File: config.mk
export PLATFORM = sky130hd
export DESIGN_NAME = pwm_evt_ctrl
export DESIGN_NICKNAME = d
export VERILOG_FILES = /design/src/logic/pwm_evt_pkg.sv /design/src/logic/pwm_evt_ctrl.sv
export SDC_FILE = /design/constraint.sdc
export NUM_CORES = 1
export LEC_CHECK = 0
export BUFFER_PORTS_ARGS = -buffer_cell sky130_fd_sc_hd__buf_2
export CORE_ASPECT_RATIO = 1.1
export CORE_UTILIZATION = 50
export DETAILED_ROUTE_END_ITERATION = 8
export PLACE_DENSITY = 0.74
export SKIP_LAST_GASP = 1
export SYNTH_ARGS = -nofsm -noshare
export SYNTH_HDL_FRONTEND = slang
export SYNTH_SLANG_ARGS = --single-unit
File: constraint.sdc
create_clock -name sys_clk -period 7.02 [get_ports sys_clk]
set_input_delay 1.053 -clock sys_clk [delete_from_list [all_inputs] [get_ports sys_clk]]
set_output_delay 1.053 -clock sys_clk [all_outputs]
set_load 0.03 [all_outputs]
File: src/logic/pwm_evt_pkg.sv
// constants and types for the pwm timer event and interrupt controller
package pwm_evt_pkg;

  // register byte offsets
  localparam logic [7:0] OFS_CTRL        = 8'h00;
  localparam logic [7:0] OFS_EVCTRL_A    = 8'h04;
  localparam logic [7:0] OFS_EVCTRL_B    = 8'h08;
  localparam logic [7:0] OFS_INMODE_A    = 8'h0C;
  localparam logic [7:0] OFS_INMODE_B    = 8'h10;
  localparam logic [7:0] OFS_INT_EN      = 8'h14;
  localparam logic [7:0] OFS_INT_FLAGS   = 8'h18;
  localparam logic [7:0] OFS_STATUS      = 8'h1C;
  localparam logic [7:0] OFS_FAULT_CTRL  = 8'h20;
  localparam logic [7:0] OFS_DELAY_CTRL  = 8'h24;
  localparam logic [7:0] OFS_DELAY_VAL   = 8'h28;
  localparam logic [7:0] OFS_DEBUG_CTRL  = 8'h2C;
  localparam logic [7:0] OFS_CMP_A_SET   = 8'h30;
  localparam logic [7:0] OFS_CMP_A_CLR   = 8'h34;
  localparam logic [7:0] OFS_CMP_B_SET   = 8'h38;
  localparam logic [7:0] OFS_CMP_B_CLR   = 8'h3C;
  localparam logic [7:0] OFS_CAPTURE_A   = 8'h40;
  localparam logic [7:0] OFS_CAPTURE_B   = 8'h44;
  localparam logic [7:0] OFS_PROT_KEY    = 8'h48;

  // field positions
  localparam int EV_TRIG_EN_BIT  = 0;
  localparam int EV_CAPTURE_BIT  = 2;
  localparam int EV_EDGE_BIT     = 4;
  localparam int FLAG_OVF_BIT    = 0;
  localparam int FLAG_TRIGGER_A_FLAG_BIT  = 2;
  localparam int FLAG_TRIGGER_B_FLAG_BIT  = 3;
  localparam int DBG_RUN_BIT     = 0;
  localparam int DBG_FAULT_BIT   = 2;
  localparam int DLY_SEL_LSB     = 0;
  localparam int DLY_TRIG_LSB    = 2;
  localparam int DLY_PRESC_LSB   = 5;

  // compare slots
  localparam int CMP_A_SET = 0;
  localparam int CMP_A_CLR = 1;
  localparam int CMP_B_SET = 2;
  localparam int CMP_B_CLR = 3;

  // delay_control select codes
  localparam logic [1:0] DLY_SEL_OFF   = 2'h0;
  localparam logic [1:0] DLY_SEL_BLANK = 2'h1;
  localparam logic [1:0] DLY_SEL_EVENT = 2'h2;

  // programmable event source codes (0..3 are compare slots)
  localparam logic [2:0] SRC_TRIG_A = 3'h4;
  localparam logic [2:0] SRC_TRIG_B = 3'h5;

  // sleep codes
  localparam logic [1:0] SLEEP_IDLE = 2'h1;

  localparam logic [3:0] FLAG_MASK      = 4'hD;
  localparam logic [7:0] UNLOCK_KEY     = 8'hA5;
  localparam logic [2:0] UNLOCK_WINDOW  = 3'h4;
  localparam logic [7:0] FAULT_CTRL_RST = 8'h00;
  localparam logic [11:0] CMP_RST       = 12'hFFF;

  typedef enum logic [0:0] {
    DLY_IDLE = 1'b0,
    DLY_WAIT = 1'b1
  } dly_state_t;

  typedef struct packed {
    logic cmp_b_clr;
    logic cmp_a_set;
    logic cmp_b_set;
    logic programmable_output_event;
  } evt_out_t;

  typedef struct packed {
    logic       active;
    logic [3:0] mode;
  } fault_t;

endpackage

File: src/logic/pwm_evt_ctrl.sv
// event, interrupt, debug and protection logic of the 12-bit pwm timer
//
// Design decisions made here: the register addresses and register access over Wishbone.
`timescale 1ns/10ps
`default_nettype none
module pwm_evt_ctrl
  import pwm_evt_pkg::*;
(
  input  wire logic        sys_clk,
  input  wire logic        rst,
  input  wire logic        wb_cyc_i,
  input  wire logic        wb_stb_i,
  input  wire logic        wb_we_i,
  input  wire logic [7:0]  wb_adr_i,
  input  wire logic [3:0]  wb_sel_i,
  input  wire logic [31:0] wb_dat_i,
  output logic      [31:0] wb_dat_o,
  output logic             wb_ack_o,
  input  wire logic        event_a_in,
  input  wire logic        event_b_in,
  input  wire logic [1:0]  sleep_mode,
  input  wire logic        debug_halt,
  output evt_out_t         events_out,
  output fault_t           fault_a_out,
  output fault_t           fault_b_out,
  output logic             irq
);

  typedef struct packed {
    logic              ack;
    logic [31:0]       rdata;
    logic              enable;
    logic [7:0]        evctrl_a;
    logic [7:0]        evctrl_b;
    logic [3:0]        inmode_a;
    logic [3:0]        inmode_b;
    logic [3:0]        int_en;
    logic [3:0]        flags;
    logic [7:0]        fault_ctrl;
    logic [7:0]        dly_ctrl;
    logic [7:0]        dly_val;
    logic [2:0]        dbg_ctrl;
    logic [3:0][11:0]  cmp;
    logic [11:0]       cnt;
    logic [11:0]       cap_a;
    logic [11:0]       cap_b;
    logic [2:0]        unlock_cnt;
    dly_state_t        dly_st;
    logic [7:0]        dly_cnt;
    logic [2:0]        psc_cnt;
    logic [1:0]        in_prev;
    evt_out_t          evt;
    fault_t            fault_a;
    fault_t            fault_b;
    logic              irq;
  } state_t;

  localparam state_t STATE_RST = '{
    ack: 1'b0, rdata: 32'h0000_0000, enable: 1'b0,
    evctrl_a: 8'h00, evctrl_b: 8'h00, inmode_a: 4'h0, inmode_b: 4'h0,
    int_en: 4'h0, flags: 4'h0, fault_ctrl: FAULT_CTRL_RST,
    dly_ctrl: 8'h00, dly_val: 8'h00, dbg_ctrl: 3'h0,
    cmp: {4{CMP_RST}}, cnt: 12'h000, cap_a: 12'h000, cap_b: 12'h000,
    unlock_cnt: 3'h0, dly_st: DLY_IDLE, dly_cnt: 8'h00, psc_cnt: 3'h0,
    in_prev: 2'h0, evt: '0, fault_a: '0, fault_b: '0, irq: 1'b0
  };

  state_t s_q;
  state_t s_d;

  logic [31:0] wmask;
  logic [31:0] wlane;
  logic [31:0] wm;
  logic        req;
  logic        wr;
  logic        run;
  logic        dbg_fault;
  logic        eff_a;
  logic        eff_b;
  logic        hit_a;
  logic        hit_b;
  logic        blanking;
  logic [1:0]  dly_sel;
  logic [2:0]  dly_src;
  logic [3:0]  div;
  logic [2:0]  div_m1;
  logic [3:0]  match;
  logic        src_hit;
  logic [3:0]  flag_set;
  logic [3:0]  flag_clr;
  logic [31:0] rd;

  always_comb begin
    s_d       = s_q;
    req       = wb_cyc_i & wb_stb_i & ~s_q.ack;
    wr        = req & wb_we_i;
    flag_set  = 4'h0;
    flag_clr  = 4'h0;
    rd        = 32'h0000_0000;
    src_hit   = 1'b0;

    // the timer may run only outside deep sleep and outside an unpermitted halt
    run = s_q.enable & (sleep_mode <= SLEEP_IDLE)
        & ~(debug_halt & ~s_q.dbg_ctrl[DBG_RUN_BIT]);
    dbg_fault = debug_halt & s_q.dbg_ctrl[DBG_FAULT_BIT];

    dly_sel  = s_q.dly_ctrl[DLY_SEL_LSB +: 2];
    dly_src  = s_q.dly_ctrl[DLY_TRIG_LSB +: 3];
    div      = 4'h1 << s_q.dly_ctrl[DLY_PRESC_LSB +: 2];
    div_m1   = 3'(div - 4'h1);
    blanking = (dly_sel == DLY_SEL_BLANK) & (s_q.dly_st == DLY_WAIT);

    // event inputs are ignored while the blanking window runs; a debug-halt fault still gets through
    eff_a = (event_a_in & s_q.evctrl_a[EV_TRIG_EN_BIT] & ~blanking) | dbg_fault;
    eff_b = (event_b_in & s_q.evctrl_b[EV_TRIG_EN_BIT] & ~blanking) | dbg_fault;
    hit_a = eff_a & ~s_q.in_prev[0];
    hit_b = eff_b & ~s_q.in_prev[1];
    s_d.in_prev = {eff_b, eff_a};

    // edge inputs act for the detecting cycle, level inputs for as long as asserted
    s_d.fault_a.active = s_q.evctrl_a[EV_EDGE_BIT] ? hit_a : eff_a;
    s_d.fault_a.mode   = s_q.inmode_a;
    s_d.fault_b.active = s_q.evctrl_b[EV_EDGE_BIT] ? hit_b : eff_b;
    s_d.fault_b.mode   = s_q.inmode_b;

    if (hit_a && s_q.evctrl_a[EV_CAPTURE_BIT]) begin
      s_d.cap_a = s_q.cnt;
    end
    if (hit_b && s_q.evctrl_b[EV_CAPTURE_BIT]) begin
      s_d.cap_b = s_q.cnt;
    end
    flag_set[FLAG_TRIGGER_A_FLAG_BIT] = hit_a;
    flag_set[FLAG_TRIGGER_B_FLAG_BIT] = hit_b;

    // counter and compare matches; a stopped counter gives no repeated strobes
    for (int i = 0; i < 4; i++) begin
      match[i] = run & (s_q.cnt == s_q.cmp[i]);
    end
    if (run) begin
      if (match[CMP_B_CLR]) begin
        s_d.cnt = 12'h000;
        flag_set[FLAG_OVF_BIT] = 1'b1;
      end else begin
        s_d.cnt = s_q.cnt + 12'h001;
      end
    end
    s_d.evt.cmp_b_clr = match[CMP_B_CLR];
    s_d.evt.cmp_a_set = match[CMP_A_SET];
    s_d.evt.cmp_b_set = match[CMP_B_SET];

    case (dly_src)
      SRC_TRIG_A: src_hit = hit_a;
      SRC_TRIG_B: src_hit = hit_b;
      3'h0, 3'h1, 3'h2, 3'h3: src_hit = match[dly_src[1:0]];
      default: src_hit = 1'b0;
    endcase

    // one delay engine serves both the event delay and the blanking window
    s_d.evt.programmable_output_event = 1'b0;
    case (s_q.dly_st)
      DLY_IDLE: begin
        if (src_hit) begin
          if (dly_sel == DLY_SEL_EVENT) begin
            s_d.dly_st  = DLY_WAIT;
            s_d.dly_cnt = 8'h00;
            s_d.psc_cnt = 3'h0;
          end else begin
            s_d.evt.programmable_output_event = 1'b1;
            if (dly_sel == DLY_SEL_BLANK) begin
              s_d.dly_st  = DLY_WAIT;
              s_d.dly_cnt = 8'h00;
              s_d.psc_cnt = 3'h0;
            end
          end
        end
      end
      DLY_WAIT: begin
        if (s_q.dly_cnt == s_q.dly_val) begin
          s_d.dly_st = DLY_IDLE;
          s_d.evt.programmable_output_event = (dly_sel == DLY_SEL_EVENT);
        end else if (s_q.psc_cnt == div_m1) begin
          s_d.psc_cnt = 3'h0;
          s_d.dly_cnt = s_q.dly_cnt + 8'h01;
        end else begin
          s_d.psc_cnt = s_q.psc_cnt + 3'h1;
        end
      end
      default: s_d.dly_st = DLY_IDLE;
    endcase

    // unlock window shrinks per cycle; a cycle-based window is stricter than an instruction count
    if (s_q.unlock_cnt != 3'h0) begin
      s_d.unlock_cnt = s_q.unlock_cnt - 3'h1;
    end

    case (wb_adr_i)
      OFS_CTRL:       rd = {31'h0, s_q.enable};
      OFS_EVCTRL_A:   rd = {24'h0, s_q.evctrl_a};
      OFS_EVCTRL_B:   rd = {24'h0, s_q.evctrl_b};
      OFS_INMODE_A:   rd = {28'h0, s_q.inmode_a};
      OFS_INMODE_B:   rd = {28'h0, s_q.inmode_b};
      OFS_INT_EN:     rd = {28'h0, s_q.int_en};
      OFS_INT_FLAGS:  rd = {28'h0, s_q.flags};
      OFS_STATUS:     rd = {15'h0, s_q.dly_st, 3'h0, run, s_q.cnt};
      OFS_FAULT_CTRL: rd = {24'h0, s_q.fault_ctrl};
      OFS_DELAY_CTRL: rd = {24'h0, s_q.dly_ctrl};
      OFS_DELAY_VAL:  rd = {24'h0, s_q.dly_val};
      OFS_DEBUG_CTRL: rd = {29'h0, s_q.dbg_ctrl};
      OFS_CMP_A_SET:  rd = {20'h0, s_q.cmp[CMP_A_SET]};
      OFS_CMP_A_CLR:  rd = {20'h0, s_q.cmp[CMP_A_CLR]};
      OFS_CMP_B_SET:  rd = {20'h0, s_q.cmp[CMP_B_SET]};
      OFS_CMP_B_CLR:  rd = {20'h0, s_q.cmp[CMP_B_CLR]};
      OFS_CAPTURE_A:  rd = {20'h0, s_q.cap_a};
      OFS_CAPTURE_B:  rd = {20'h0, s_q.cap_b};
      default:        rd = 32'h0000_0000;
    endcase

    // byte lanes with sel low keep the old register contents
    wmask = {{8{wb_sel_i[3]}}, {8{wb_sel_i[2]}}, {8{wb_sel_i[1]}}, {8{wb_sel_i[0]}}};
    wlane = wb_dat_i & wmask;
    wm    = (rd & ~wmask) | wlane;

    // register writes land on the cycle that ack is raised
    if (wr) begin
      case (wb_adr_i)
        OFS_CTRL:       s_d.enable   = wm[0];
        OFS_EVCTRL_A:   s_d.evctrl_a = wm[7:0];
        OFS_EVCTRL_B:   s_d.evctrl_b = wm[7:0];
        OFS_INMODE_A:   s_d.inmode_a = wm[3:0];
        OFS_INMODE_B:   s_d.inmode_b = wm[3:0];
        OFS_INT_EN:     s_d.int_en   = wm[3:0] & FLAG_MASK;
        OFS_INT_FLAGS:  flag_clr     = wlane[3:0];
        OFS_DELAY_CTRL: s_d.dly_ctrl = wm[7:0];
        OFS_DELAY_VAL:  s_d.dly_val  = wm[7:0];
        OFS_DEBUG_CTRL: s_d.dbg_ctrl = wm[2:0];
        OFS_CMP_A_SET:  s_d.cmp[CMP_A_SET] = wm[11:0];
        OFS_CMP_A_CLR:  s_d.cmp[CMP_A_CLR] = wm[11:0];
        OFS_CMP_B_SET:  s_d.cmp[CMP_B_SET] = wm[11:0];
        OFS_CMP_B_CLR:  s_d.cmp[CMP_B_CLR] = wm[11:0];
        OFS_PROT_KEY: begin
          if (wb_sel_i[0] && wb_dat_i[7:0] == UNLOCK_KEY) begin
            s_d.unlock_cnt = UNLOCK_WINDOW;
          end
        end
        OFS_FAULT_CTRL: begin
          s_d.unlock_cnt = 3'h0;
          if (s_q.unlock_cnt != 3'h0) begin
            s_d.fault_ctrl = wm[7:0];
          end
        end
        default: ;
      endcase
    end

    // a flag raised in the same cycle as its clear survives
    s_d.flags = ((s_q.flags & ~flag_clr) | flag_set) & FLAG_MASK;
    s_d.irq   = |(s_d.flags & s_q.int_en);

    s_d.ack   = req;
    s_d.rdata = req ? rd : 32'h0000_0000;
  end

  always_ff @(posedge sys_clk) begin
    if (rst) begin
      s_q <= STATE_RST;
    end else begin
      s_q <= s_d;
    end
  end

  assign wb_dat_o    = s_q.rdata;
  assign wb_ack_o    = s_q.ack;
  assign events_out  = s_q.evt;
  assign fault_a_out = s_q.fault_a;
  assign fault_b_out = s_q.fault_b;
  assign irq         = s_q.irq;

endmodule
`default_nettype wire

==> results.sh <==
export IMPL_dp_hpwl_mm=20.3
export IMPL_syn_cell_area_sq_um=9460
export IMPL_achievable_frequency_ghz=0.255
export IMPL_cts_buffers=17
export IMPL_register_to_register_path_depth=7
export IMPL_cellLeakagePower_nw=3.57
export IMPL_post_cts_resized=0
export IMPL_cell_area_after_layout_sq_um=10100
export IMPL_worst_hold_path_endpoint="s_q[173]$_SDFFE_PP0P_"
export IMPL_critPathCaptureType="flop"
export IMPL_synth_edf_count=0
export IMPL_cpPeakStageDelay_ns=1.12
export IMPL_grt_first_pass_wirelength_mm=44.6
export IMPL_dieArea_sq_um=19500
export IMPL_h_tree_depth=4
export IMPL_synthTopCellsByArea="dfxtp_1 (40%), a21oi_1 (5.3%), nand2_1 (4.4%)"
export IMPL_critical_path_peak_fanout=29
export IMPL_antenna_found_initial=0
export IMPL_overflow=0
export IMPL_synth_commonest_cells="dfxtp_1 (189), nand2_1 (112), a21oi_1 (101), nor2_1 (76), nand3_1 (75)"
export IMPL_ff2ff_setup_slack_ns=3.61
export IMPL_clock_path_buffers=2
export IMPL_worst_r2r_startpoint="s_q[66]$_SDFFE_PP0P_"
export IMPL_timing_critical_path_cells="buf_2 > nor4bb_1 > buf_4 > a22oi_1 > o22ai_1 > a211o_1 > o31ai_2 > o21ai_0 > and2_1"
export IMPL_synth_largest_area_cell="dfxtp_1"
export IMPL_max_slew_margin_rel=0.0915
export IMPL_setup_tns_ns=0
export IMPL_power_share_switching=0.254
export IMPL_holdBufCountCts=0
export IMPL_coreArea_sq_um=18500
export IMPL_ctsRootBufferMaster="clkbuf_16"
export IMPL_syn2layout_area_growth_pct=6.64
export IMPL_tightest_slew_ns=1.34
export IMPL_finalMaxSlewViolations=0
export IMPL_maxCapViolations=0
export IMPL_timing_final_crit_period_ns=3.93
export IMPL_area_sequential_sq_um=3780
export IMPL_wl_mm=29.0
export IMPL_detail_route_first_pass_iterations=7
export IMPL_width_of_the_chip_um=133
export IMPL_cts_num_sinks=189
export IMPL_p_clk_frac=0.434
export IMPL_effective_utilization_at_floorplan=0.512
export IMPL_drt_vias_per_instance=6.16
export IMPL_timing_final_crit_share=0.559
export IMPL_place_congestion=0.947
export IMPL_synth_area_per_cell_sq_um=8.35
export IMPL_yosys_register_bits=189
export IMPL_cell_internal_pwr_mw=1.61
export IMPL_hp_class="flop to flop"
export IMPL_chipHeight_um=146
export IMPL_report_final_setup_viol=0
export IMPL_crit_slowest_cell="nor4bb_1"
export IMPL_criticalPathCategory="primary input to flop"
export IMPL_io_pins=102
export IMPL_run_status="finished clean"
export IMPL_layout_drive_gt1_share=0.131
export IMPL_synth_cells=1133
export IMPL_worst_setup_path_startpoint="wb_adr_i[4]"
export IMPL_hold_path_depth=2
export IMPL_ys_flop_type="dfxtp_1"
export IMPL_clk_pin_slew_worst_paths_ns=0.07
export IMPL_yosysUniqueCellTypes=78
export IMPL_synth_yosys_warnings=0
export IMPL_synth_seq_area_share=0.400
export IMPL_grt_usage=0.303
export IMPL_worstSkewPairLatency_ns=0.45
export IMPL_arrival_ns=4.32
export IMPL_post_route_drc_count=0
export IMPL_rows=52
export IMPL_final_nets=1174
export IMPL_power_combinational_fraction=0.067
export IMPL_antenna_diode_count=0
export IMPL_worst_setup_path_start_kind="primary input"
export IMPL_p_switching_uw=549
export IMPL_worstHoldStart="s_q[173]$_SDFFE_PP0P_"
export IMPL_cp_required_ns=7.41
export IMPL_postCtsSetupRepairBufs=0
export IMPL_timing_hold_violations_final=0
export IMPL_clock_skew_ns=0.0143
export IMPL_seqPwrFrac=0.499
export IMPL_buffer_ports_inserted=60
export IMPL_antenna_left=0
export IMPL_yosys_area_top_type_share=0.400
export IMPL_drt_first_iter_violations=1028
export IMPL_cts_tree="done"
export IMPL_dpl_cell_area_sq_um=9530
export IMPL_unrepaired_setup_endpoints_after_global_routing="no"
export IMPL_vias_in_the_first_global_route=7802
export IMPL_async_flop_share=0
export IMPL_wl_per_cell_um=21.2
export IMPL_grt_max_degree=109
export IMPL_ir_drop_uv=168
export IMPL_end_of_the_worst_register_to_register_path="s_q[24]$_SDFFE_PP0P_"
export IMPL_yosysMostFrequentCell="dfxtp_1"
export IMPL_detailroute_via_count=8429
export IMPL_cellPowerDensity_nw_per_um2=214
export IMPL_fillerInstances=1725
export IMPL_multiInputGateArea_sq_um=4950
[kinds of logic after synthesis]
logic type,share of synthesized area
XOR/XNOR,0.0620
other,0.000396
buffers and inverters,0.0849
adder cells (fa/ha/maj),0.0106
flip-flops,0.400
AO/OA/AOI/OAI,0.199
AND/OR/NAND/NOR,0.212
multiplexers,0.0307
[cell usage in the layout, fill, tap and decap left out, drive strengths merged, types with 7 or more instances in the layout]
cell type,n
dfxtp,189
nand2,112
a21oi,101
o21ai,81
nor2,77
nand3,75
buf,74
xor2,42
xnor2,25
inv,23
a22oi,19
clkbuf,19
conb,18
o31ai,17
nand4,15
and2,15
mux2,12
a31oi,12
mux2i,12
and3,11
nor3,11
nor4,11
nor2b,9
o211ai,8
o2bb2ai,8
nand3b,8
ha,8
nor4b,8
a22o,7
[critical path: cells and delay by family]
family | cells | cell delay (ns)
AO/OA/AOI/OAI | 5 | 1.18
buffers and inverters | 2 | 0.79
AND/OR/NAND/NOR | 2 | 1.27
[power by group through the flow]
stage,combinational [mW],sequential [mW],clock (mW)
detailed placement,0.142,1.10,0
global route,0.156,1.08,0.992
global placement,0.141,1.10,0
floorplan,0.107,1.10,0
finish,0.145,1.08,0.939
CTS,0.143,1.08,0.942
[per-stage QoR]
step	hold slack [ns]	total power, mW	std cells	setup slack (ns)	util
2_1_floorplan	0.431	1.21	1150	4.01	-
3_3_place_gp	0.440	1.24	1336	2.79	0.516
3_5_place_dp	0.443	1.25	1336	2.77	0.516
4_1_cts	0.452	2.16	1368	3.22	0.546
5_1_grt	0.470	2.23	1368	2.91	0.546
6_report	0.452	2.16	1368	3.09	0.546
[per-layer routing]
layer / GRT usage / vias to the layer above / part of all wire
met5: 0 / - / 0
met4: 0.186 / 0 / 0.059
met3: 0.0601 / 109 / 0.089
met2: 0.478 / 473 / 0.46
met1: 0.379 / 3928 / 0.39
li1: - / 3919 / -
[area by class of cell]
| class | instances | share of cell area |
|---|---|---|
| Clock buffer | 19 | 0.0439 |
| Clock inverter | 13 | 0.0117 |
| Inverter | 22 | 0.00819 |
| Multi-Input combinational cell | 808 | 0.491 |
| Sequential cell | 189 | 0.375 |
| Tap cell | 243 | 0.0301 |
| Timing Repair Buffer | 74 | 0.0404 |
[flip-flops by register name, summed over array words and instances, names as in the netlist]
signal       cells
fault_a_out      5
wb_ack_o         1
fault_b_out      5
dly_sel          2
s_q            146
dly_src          3
wb_dat_o        14
events_out       4
s_d              8
irq              1
[worst max-delay path by stage]
stage / endpoint / slack (ns)
2_1_floorplan: dly_src[2]$_SDFFE_PP0P_ / 4.01
3_3_place_gp: s_q[97]$_SDFFE_PP1P_ / 2.79
3_5_place_dp: s_q[96]$_SDFFE_PP1P_ / 2.77
4_1_cts: s_q[96]$_SDFFE_PP1P_ / 3.22
5_1_grt: s_q[99]$_SDFFE_PP1P_ / 2.91
6_report: dly_src[2]$_SDFFE_PP0P_ / 3.09
(Power assumes the default switching activity.)
